File: src/fwc_pkg.sv
//------------------------------------------------------------
// fwc_pkg: constants and types of the update command handler
//------------------------------------------------------------
package fwc_pkg;
	// command codes
	localparam logic [7:0] CMD_RD_ADDR = 8'hFD;
	localparam logic [7:0] CMD_STATUS = 8'hFC;
	localparam logic [7:0] CMD_EXIT = 8'hF1;
	localparam logic [7:0] CMD_INFO = 8'hEF;
	// status codes
	localparam logic [7:0] ST_OK = 8'h00;
	localparam logic [7:0] ST_CSUM = 8'h01;
	localparam logic [7:0] ST_BLOCK = 8'h02;
	localparam logic [7:0] ST_LEN = 8'h03;
	localparam logic [7:0] ST_WR_RO = 8'h04;
	localparam logic [7:0] ST_RD_WO = 8'h05;
	localparam logic [7:0] ST_CMD = 8'h06;
	localparam logic [7:0] ST_MODEL = 8'h0B;
	localparam logic [7:0] ST_ERASE_ERR = 8'h0C;
	localparam logic [7:0] ST_ERASE_OK = 8'h0D;
	localparam logic [7:0] ST_ACTIVE_UPD = 8'h54;
	localparam logic [7:0] ST_ERASE_BUSY = 8'h55;
	localparam logic [7:0] ST_WR_BUSY = 8'h56;
	localparam logic [7:0] ST_ADDR_OOB = 8'h57;
	localparam logic [7:0] ST_ADDR_SEQ = 8'h58;
	localparam logic [7:0] ST_VENDOR_LO = 8'hF0;
	localparam logic [7:0] ST_RESET = 8'h00;
	// argument counts and reply lengths
	localparam logic [2:0] RD_ADDR_COUNT = 3'h2;
	localparam logic [2:0] INFO_COUNT = 3'h1;
	localparam logic [7:0] RD_BLOCK_LEN = 8'h08;
	localparam logic [7:0] INFO_REPLY_LEN = 8'h09;
	localparam logic [3:0] RD_LAST_IDX = 4'h9;
	localparam logic [3:0] ST_LAST_IDX = 4'h1;
	localparam logic [3:0] INFO_LAST_IDX = 4'hA;
	// exit modes and regions
	localparam logic [7:0] MODE_BOOT = 8'h00;
	localparam logic [7:0] MODE_IMG_A = 8'h01;
	localparam logic [7:0] MODE_IMG_B = 8'h02;
	localparam logic [7:0] MODE_LEAVE = 8'h03;
	localparam logic [1:0] REG_BOOT = 2'h0;
	localparam logic [1:0] REG_IMG_A = 2'h1;
	localparam logic [1:0] REG_IMG_B = 2'h2;
	localparam logic [1:0] ACTIVE_RESET = 2'h1;
	// info selectors
	localparam logic [7:0] SEL_BOOT = 8'h00;
	localparam logic [7:0] SEL_IMG_A = 8'h0A;
	localparam logic [7:0] SEL_IMG_B = 8'h0B;
	localparam int FIFO_DEPTH = 2;

	// byte event from the bus front end
	typedef struct packed {
		logic start; // start or repeated start, next byte is address
		logic stop;
		logic valid;
		logic [7:0] data;
	} fwc_rx_t;

	// image load request towards the boot logic
	typedef struct packed {
		logic req;
		logic [1:0] region;
	} fwc_load_t;

	// eight-bit truncated sum
	function automatic logic [7:0] csum_add(input logic [7:0] a, input logic [7:0] b);
		logic [8:0] s;
		s = {1'b0, a} + {1'b0, b};
		return s[7:0];
	endfunction : csum_add
endpackage : fwc_pkg

File: src/fwc_fifo.sv
`timescale 1ns/1ps
//------------------------------------------------------------
// fwc_fifo: two-entry byte buffer on the reply path
//------------------------------------------------------------
module fwc_fifo import fwc_pkg::*; #(
	parameter int W = 8
) (
	input wire logic clk_i,
	input wire logic rst_n_i,
	input wire logic flush_i,
	input wire logic in_valid_i,
	output logic in_ready_o,
	input wire logic [W-1:0] in_data_i,
	output logic out_valid_o,
	input wire logic out_ready_i,
	output logic [W-1:0] out_data_o
);
	logic [W-1:0] mem [FIFO_DEPTH];
	logic [W-1:0] next_mem [FIFO_DEPTH];
	logic wp, rp, next_wp, next_rp;
	logic [1:0] cnt, next_cnt;
	logic push, pop;

	// handshakes
	assign in_ready_o = (cnt != 2'h2);
	assign out_valid_o = (cnt != 2'h0);
	assign out_data_o = mem[rp];
	assign push = in_valid_i && in_ready_o;
	assign pop = out_valid_o && out_ready_i;

	// pointer and count update
	always_comb begin
		next_mem = mem;
		next_wp = wp;
		next_rp = rp;
		next_cnt = cnt;
		if (flush_i) begin
			next_wp = 1'b0;
			next_rp = 1'b0;
			next_cnt = 2'h0;
		end else begin
			if (push) begin
				next_mem[wp] = in_data_i;
				next_wp = ~wp;
			end
			if (pop) begin
				next_rp = ~rp;
			end
			next_cnt = cnt + {1'b0, push} - {1'b0, pop};
		end
	end

	always_ff @(posedge clk_i or negedge rst_n_i) begin
		if (!rst_n_i) begin
			mem <= '{default: '0};
			wp <= 1'b0;
			rp <= 1'b0;
			cnt <= 2'h0;
		end else begin
			mem <= next_mem;
			wp <= next_wp;
			rp <= next_rp;
			cnt <= next_cnt;
		end
	end
endmodule : fwc_fifo

File: src/fwc_top.sv
`timescale 1ns/1ps
//------------------------------------------------------------
// fwc_top: firmware update command interpreter
//------------------------------------------------------------
module fwc_top import fwc_pkg::*; (
	input wire logic clk_i,
	input wire logic rst_n_i,
	input wire fwc_rx_t rx_i,
	output logic tx_valid_o,
	input wire logic tx_ready_i,
	output logic [7:0] tx_data_o,
	input wire logic [7:0] page_i,
	output logic mem_req_o,
	output logic [23:0] mem_addr_o,
	input wire logic mem_ack_i,
	input wire logic [7:0] mem_data_i,
	input wire logic upd_valid_i,
	input wire logic [7:0] upd_code_i,
	output logic [7:0] status_o,
	output logic cmd_fail_o,
	output fwc_load_t load_o,
	input wire logic load_done_i,
	input wire logic load_ok_i,
	output logic [1:0] active_o,
	output logic exit_prog_o,
	output logic [7:0] info_sel_o,
	input wire logic [63:0] info_rev_i
);
	//------------------------------------------------------------
	// transaction state
	//------------------------------------------------------------
	typedef enum {S_IDLE, S_ADDR, S_CMD, S_ARG, S_RD, S_SKIP} fwc_state_t;
	typedef enum {L_IDLE, L_WAIT, L_REVERT} fwc_load_state_t;

	fwc_state_t st, next_st;
	logic [7:0] cmd, next_cmd;
	logic [7:0] arg [3];
	logic [7:0] next_arg [3];
	logic [2:0] nargs, next_nargs;
	logic [7:0] sum, next_sum;
	logic [3:0] idx, next_idx;
	logic [15:0] rd_addr, next_rd_addr;
	logic [7:0] status, next_status;
	logic fail, next_fail;
	logic exit_p, next_exit_p;
	logic [7:0] sel, next_sel;
	logic mreq, next_mreq;
	logic [23:0] maddr, next_maddr;
	fwc_load_state_t lst, next_lst;
	logic [1:0] active, next_active;
	logic [1:0] prev, next_prev;
	fwc_load_t load, next_load;
	logic start_load;
	logic [1:0] start_region;
	logic push;
	logic [7:0] push_data;
	logic buf_ready;
	logic [3:0] last_idx;
	logic need_mem;
	logic [1:0] running;

	//------------------------------------------------------------
	// reply byte generation
	//------------------------------------------------------------
	// region currently executing; bootloader while a load runs
	assign running = (lst != L_IDLE) ? REG_BOOT : active;

	function automatic logic [1:0] sel_region(input logic [7:0] s);
		case (s)
			SEL_IMG_A: return REG_IMG_A;
			SEL_IMG_B: return REG_IMG_B;
			default: return REG_BOOT;
		endcase
	endfunction : sel_region

	// last reply index per command
	always_comb begin
		case (cmd)
			CMD_RD_ADDR: last_idx = RD_LAST_IDX;
			CMD_STATUS: last_idx = ST_LAST_IDX;
			default: last_idx = INFO_LAST_IDX;
		endcase
	end

	assign need_mem = (cmd == CMD_RD_ADDR) && (idx != 4'h0) && (idx != RD_LAST_IDX);

	// byte for the current reply index
	always_comb begin
		push_data = sum; // checksum at the last index
		if (idx != last_idx) begin
			case (cmd)
				CMD_RD_ADDR: push_data = (idx == 4'h0) ? RD_BLOCK_LEN : mem_data_i;
				CMD_STATUS: push_data = status;
				default: begin
					if (idx == 4'h0) begin
						push_data = INFO_REPLY_LEN;
					end else if (idx == 4'h1) begin
						push_data = {7'h00, running == sel_region(sel)};
					end else begin
						push_data = info_rev_i[8*(idx-4'h2) +: 8];
					end
				end
			endcase
		end
	end

	// push when buffer has room; data bytes wait for memory
	assign push = (st == S_RD) && buf_ready && (need_mem ? mem_ack_i : 1'b1);

	fwc_fifo #(.W(8)) u_buf (
		.clk_i(clk_i),
		.rst_n_i(rst_n_i),
		.flush_i(rx_i.start || rx_i.stop),
		.in_valid_i(push),
		.in_ready_o(buf_ready),
		.in_data_i(push_data),
		.out_valid_o(tx_valid_o),
		.out_ready_i(tx_ready_i),
		.out_data_o(tx_data_o)
	);

	//------------------------------------------------------------
	// transaction decoder and command execution
	//------------------------------------------------------------
	always_comb begin
		next_st = st;
		next_cmd = cmd;
		next_arg = arg;
		next_nargs = nargs;
		next_sum = sum;
		next_idx = idx;
		next_rd_addr = rd_addr;
		next_status = status;
		next_fail = 1'b0;
		next_exit_p = 1'b0;
		next_sel = sel;
		next_mreq = 1'b0;
		next_maddr = maddr;
		start_load = 1'b0;
		start_region = active;
		// a repeated start also closes the write phase, so a read that follows sees its arguments
		if (rx_i.start || rx_i.stop) begin
			next_st = S_IDLE;
			if (rx_i.start) begin
				next_st = S_ADDR;
			end
			if (st == S_ARG || st == S_CMD) begin
				case (cmd)
					CMD_RD_ADDR: begin
						if (nargs == 3'h3 && arg[0] == {5'h00, RD_ADDR_COUNT}) begin
							next_rd_addr = {arg[1], arg[2]};
							next_status = ST_OK;
						end else begin
							next_status = ST_LEN;
						end
					end
					CMD_STATUS: begin
						if (nargs == 3'h1 && arg[0] == 8'h00) begin
							next_status = ST_RESET;
						end else if (nargs != 3'h0) begin
							next_fail = 1'b1;
						end
					end
					CMD_EXIT: begin
						if (nargs != 3'h2) begin
							next_status = ST_LEN;
						end else if (csum_add(sum - arg[1], 8'h00) != arg[1]) begin
							next_status = ST_CSUM;
						end else if (arg[0] == MODE_LEAVE) begin
							next_exit_p = 1'b1;
							next_status = ST_OK;
						end else if (arg[0] > MODE_LEAVE || lst != L_IDLE) begin
							next_status = ST_CMD;
						end else begin
							// accepted only while no load is running
							next_exit_p = 1'b1;
							next_status = ST_OK;
							start_load = 1'b1;
							case (arg[0])
								MODE_IMG_A: start_region = REG_IMG_A;
								MODE_IMG_B: start_region = REG_IMG_B;
								default: start_region = active;
							endcase
						end
					end
					CMD_INFO: begin
						if (nargs == 3'h2 && arg[0] == {5'h00, INFO_COUNT} &&
							(arg[1] == SEL_IMG_A || arg[1] == SEL_IMG_B || arg[1] == SEL_BOOT)) begin
							next_sel = arg[1];
							next_status = ST_OK;
						end else begin
							next_status = ST_CMD;
						end
					end
					default: begin
					end
				endcase
			end
		end else begin
			case (st)
				S_IDLE: begin
				end
				S_ADDR: begin
					if (rx_i.valid) begin
						if (!rx_i.data[0]) begin
							next_sum = rx_i.data;
							next_nargs = 3'h0;
							next_st = S_CMD;
						end else if ((cmd == CMD_RD_ADDR || cmd == CMD_STATUS || cmd == CMD_INFO)
							&& nargs != 3'h7) begin
							next_sum = csum_add(sum, rx_i.data);
							next_idx = 4'h0;
							next_st = S_RD;
						end else begin
							if (cmd == CMD_EXIT) begin
								next_status = ST_RD_WO;
							end
							next_st = S_SKIP;
						end
					end
				end
				S_CMD: begin
					if (rx_i.valid) begin
						next_cmd = rx_i.data;
						next_sum = csum_add(sum, rx_i.data);
						next_st = S_ARG;
					end
				end
				S_ARG: begin
					if (rx_i.valid) begin
						if (nargs < 3'h3) begin
							next_arg[nargs[1:0]] = rx_i.data;
						end
						if (nargs != 3'h7) begin
							next_nargs = nargs + 3'h1;
						end
						next_sum = csum_add(sum, rx_i.data);
					end
				end
				S_RD: begin
					// one shot per transaction, stays put after checksum
					next_nargs = 3'h7;
					if (need_mem && !mem_ack_i) begin
						next_mreq = buf_ready;
						next_maddr = {page_i, rd_addr + {12'h000, idx - 4'h1}};
					end
					if (push) begin
						next_sum = csum_add(sum, push_data);
						if (idx == last_idx) begin
							next_st = S_SKIP;
						end else begin
							next_idx = idx + 4'h1;
						end
					end
				end
				default: begin
				end
			endcase
		end
		// outcome from other update commands; event wins over a clear
		if (upd_valid_i) begin
			next_status = upd_code_i;
		end
	end

	always_ff @(posedge clk_i or negedge rst_n_i) begin
		if (!rst_n_i) begin
			st <= S_IDLE;
			cmd <= 8'h00;
			arg <= '{default: '0};
			nargs <= 3'h0;
			sum <= 8'h00;
			idx <= 4'h0;
			rd_addr <= 16'h0000;
			status <= ST_RESET;
			fail <= 1'b0;
			exit_p <= 1'b0;
			sel <= SEL_BOOT;
			mreq <= 1'b0;
			maddr <= 24'h000000;
		end else begin
			st <= next_st;
			cmd <= next_cmd;
			arg <= next_arg;
			nargs <= next_nargs;
			sum <= next_sum;
			idx <= next_idx;
			rd_addr <= next_rd_addr;
			status <= next_status;
			fail <= next_fail;
			exit_p <= next_exit_p;
			sel <= next_sel;
			mreq <= next_mreq;
			maddr <= next_maddr;
		end
	end

	//------------------------------------------------------------
	// image load and fallback
	//------------------------------------------------------------
	always_comb begin
		next_lst = lst;
		next_active = active;
		next_prev = prev;
		next_load = '{req: 1'b0, region: load.region};
		case (lst)
			L_IDLE: begin
				if (start_load) begin
					next_prev = active;
					next_load = '{req: 1'b1, region: start_region};
					next_lst = L_WAIT;
				end
			end
			L_WAIT: begin
				if (load_done_i) begin
					if (load_ok_i) begin
						next_active = load.region;
						next_lst = L_IDLE;
					end else begin
						next_load = '{req: 1'b1, region: prev};
						next_lst = L_REVERT;
					end
				end
			end
			L_REVERT: begin
				if (load_done_i) begin
					next_active = prev;
					next_lst = L_IDLE;
				end
			end
			default: next_lst = L_IDLE;
		endcase
	end

	always_ff @(posedge clk_i or negedge rst_n_i) begin
		if (!rst_n_i) begin
			lst <= L_IDLE;
			active <= ACTIVE_RESET;
			prev <= ACTIVE_RESET;
			load <= '{req: 1'b0, region: ACTIVE_RESET};
		end else begin
			lst <= next_lst;
			active <= next_active;
			prev <= next_prev;
			load <= next_load;
		end
	end

	assign status_o = status;
	assign cmd_fail_o = fail;
	assign exit_prog_o = exit_p;
	assign info_sel_o = sel;
	assign mem_req_o = mreq;
	assign mem_addr_o = maddr;
	assign load_o = load;
	assign active_o = active;
endmodule : fwc_top

File: config.mk
export PLATFORM = sky130hd
export DESIGN_NAME = fwc_top
export DESIGN_NICKNAME = d
export VERILOG_FILES = /design/src/fwc_pkg.sv /design/src/fwc_fifo.sv /design/src/fwc_top.sv
export SDC_FILE = /design/constraint.sdc
export NUM_CORES = 1
export LEC_CHECK = 0
export BUFFER_PORTS_ARGS = -buffer_cell sky130_fd_sc_hd__clkbuf_2
export CORE_UTILIZATION = 40
export DETAILED_ROUTE_END_ITERATION = 8
export GPL_ROUTABILITY_DRIVEN = 0
export SKIP_LAST_GASP = 1
export SLEW_MARGIN = 25
export SYNTH_ARGS = -nofsm -noshare
export SYNTH_HDL_FRONTEND = slang
export SYNTH_SLANG_ARGS = --single-unit
File: constraint.sdc
create_clock -name clk_i -period 4.15 [get_ports clk_i]
set_input_delay 0.6225 -clock clk_i [delete_from_list [all_inputs] [get_ports clk_i]]
set_output_delay 0.6225 -clock clk_i [all_outputs]
set_load 0.03 [all_outputs]
==> metrics.txt <==
status complete, no violations; library cells used by synthesis 69; CTS tree done; Max VDD drop 0.0002192 V; clk slew on worst S/H paths 0.06 ns; Post-Synthesis Cells 834; Syn Std Cell Area 0.008442 sq mm; CTS Sinks 138; initial antenna violation count 0; slew margin rel. 43.56%; part of the Yosys area used for sequential elements 40.95%; Initial Utilization 41.32%; Critical Path End Type register; Setup crit start kind register; shortest period the worst path allows 3.860 ns; grt ovf 0; TritonCTS Buffers 17; CTS H-tree depth 4; Top Metal Used met4; Reg2Reg Capture Point sum[6]; Port Buffer Count 162; asr flop ratio synth 100.0%; routed vias/inst 5.445; HPWL Detailed 17.24 mm; Post-synth EDFFs 0; worst hold slack 0.2631 ns; Total GRT Usage 21.61%; share of cells above drive strength 1 31.13%; Worst-Margin Slew 0.8465 ns; metal3 WL 1.063 mm; global-route wire length before repair 36.05 mm; Placeable Area 0.02043 sq mm; final setup vio count 0; Critical Path AT 4.17 ns; skew final 0.01002 ns; class of the worst hold path primary input to async pin; Die Ht 147.3 um; WL final 22.77 mm; DR iter-0 viols 562; most common cell after layout, fill and taps aside clkbuf_2; IO Count 163; Synthesized Nets 985; post-route met1 wirelength 9.991 mm; Crit Path Class register to register; CTS Hold Buffers Added 0; synthesized area per cell 10.12 sq um; post-route clock period utilization 93.02%; TritonRoute pass-1 iters 6; FF-to-FF setup slack 0.29 ns; Avg WL per Cell 17.76 um; RSZ-0062 raised after global routing no; CP Data Required Time 4.46 ns; R2R cell count 17; Ant. Diodes 0; Leak 5.015 nW; synthesized flop and latch total 138; Syn. warnings 0; Max Cap Violations 0; routed length on met2 11.31 mm; top_reg_cell synth dfrtp_1; reg-to-reg critical path startpoint active_o[0]; post-route ant nets 0; via count 6,980; crit-path max FO 7; most frequent cells in the layout 161 x clkbuf_2, 135 x dfrtp_1, 99 x nand2_1; vias in the first global route 6,762; area grow syn2layout 21.76%; PwrDens 419.5 mW/mm^2; Peak Freq 0.2591 GHz; clk buf depth 2; setup bufs post-CTS 0; Die ar. 0.02169 sq mm; fin. max-slew vios 0; DRC 0; nets 1,150; clock root cell clkbuf_16; Die X-Extent 147.3 um; Post-Route Setup TNS 0 ns; worst skew pair latency 0.43 ns; # rows 52; largest net degree at the start of global routing 92; final hold vios 0
-- worst max path at each step --
stage                           start      to  cells after the start
after global placement    active_o[0]  sum[6]                     17
after global routing      active_o[0]  sum[6]                     17
after detailed placement       idx[1]  sum[7]                     16
after CTS                      idx[1]  sum[7]                     16
final                     active_o[0]  sum[6]                     17
after floorplan                idx[1]  sum[6]                     18
-- synthesized netlist by cell type (all sizes together) (3+ instances only) --
library cell  number  area [sq um]
nand3b             4         42.54
a22oi              6         45.04
and3               7         43.79
or3                9         61.31
buf               11         58.80
nor3b              4         30.03
a21boi             3         22.52
dfrtp            135          3378
nand2b             9         56.30
nor4               9         92.59
a211o              3         26.28
o21a               6         45.04
o21bai             3         22.52
nand4             11         68.82
a21oi             25         125.1
xnor2             26         227.7
mux4              16         360.4
a222oi             3         30.03
inv               36         135.1
clkbuf            21         78.83
a21o               7         52.55
mux2              68         765.7
dfstp              3         78.83
a31oi              9         56.30
a2111oi            3         26.28
nand2             99         371.6
nor2b             18         112.6
ha                41         513.0
nor3              13         65.06
o211ai             5         37.54
fa                 4         80.08
o31ai              5         37.54
mux2i             16         160.2
or2                4         25.02
nor2              50         187.7
xor2              15         131.4
o21ai             75         379.1
o22ai              8         50.05
and4               3         26.28
nand3             11         60.06
-- kinds of logic after synthesis --
| group | share of synthesized area, % |
|---|---|
| buffers and inverters | 3.231 |
| xor gates and xnor gates | 4.254 |
| adders and majority gates | 7.025 |
| muxes | 15.24 |
| DFF | 40.95 |
| AOI/OAI and AO/OA | 13.59 |
| and+or+nand+nor | 15.71 |
-- state kept, by name, summed over array words and instances (netlist names), 3 cells and up --
register	flops
mem_addr_o	24
info_sel_o	8
st	3
sum	8
nargs	3
idx	4
load_o	3
rd_addr	16
cmd	8
arg	24
status_o	8
u_buf.mem	16
-- worst max-delay path: stages, from the launching register on --
cell	delay, ns
dfstp_2	0.58
or3b_2	0.45
a21o_1	0.19
mux2i_2	0.26
a21oi_1	0.11
o31ai_1	0.20
a31oi_1	0.15
inv_1	0.10
ha_1	0.17
inv_1	0.06
fa_1	0.40
nor2b_1	0.12
o21ai_0	0.10
a21boi_1	0.23
o21a_1	0.16
o21a_1	0.11
o32ai_1	0.07
o31a_1	0.29
-- power breakdown --
part | switching [mW] | internal, mW | leakage, nW
registers | 0.130 | 1.41 | 1.87
clock network | 0.626 | 1.11 | 0.326
logic | 0.582 | 0.451 | 2.82
total | 1.34 | 2.97 | 5.01
-- per-layer routing --
layer  vias to the layer above  track usage [%]
met3                        32            3.758
met4                         0            7.371
met5                         -                0
met2                       208            36.30
met1                      3403            28.05
li1                       3337                -
-- area by class of cell --
type / count / area [sq um]
Clock inverter: 12 / 211.5
Sequential cell: 138 / 3457
Multi-Input combinational cell: 628 / 4743
Tap cell: 270 / 337.8
Timing Repair Buffer: 178 / 937.1
Inverter: 36 / 135.1
Clock buffer: 20 / 456.7
Fill cell: 1891 / 10150
-- per-stage QoR --
stage / total power [mW] / cell area, sq um / setup WS, ns / cells / utilization (%)
2_1_floorplan: 2.262 / 8442 / 0.5222 / 834 / -
3_3_place_gp: 2.567 / 9579 / 0.3517 / 1250 / 46.89
3_5_place_dp: 2.579 / 9579 / 0.2426 / 1250 / 46.89
4_1_cts: 4.324 / 10250 / 0.2027 / 1282 / 50.16
5_1_grt: 4.518 / 10280 / 0.02779 / 1282 / 50.31
6_report: 4.312 / 10280 / 0.2899 / 1282 / 50.31
-- timing repair --
item / 4_1_cts / 5_1_grt
endpoints found under the setup margin: 0 / 3
gates resized for setup: 0 / 5
hold endpoints to repair: 0 / 0
Power figures use the tool's default switching activity.
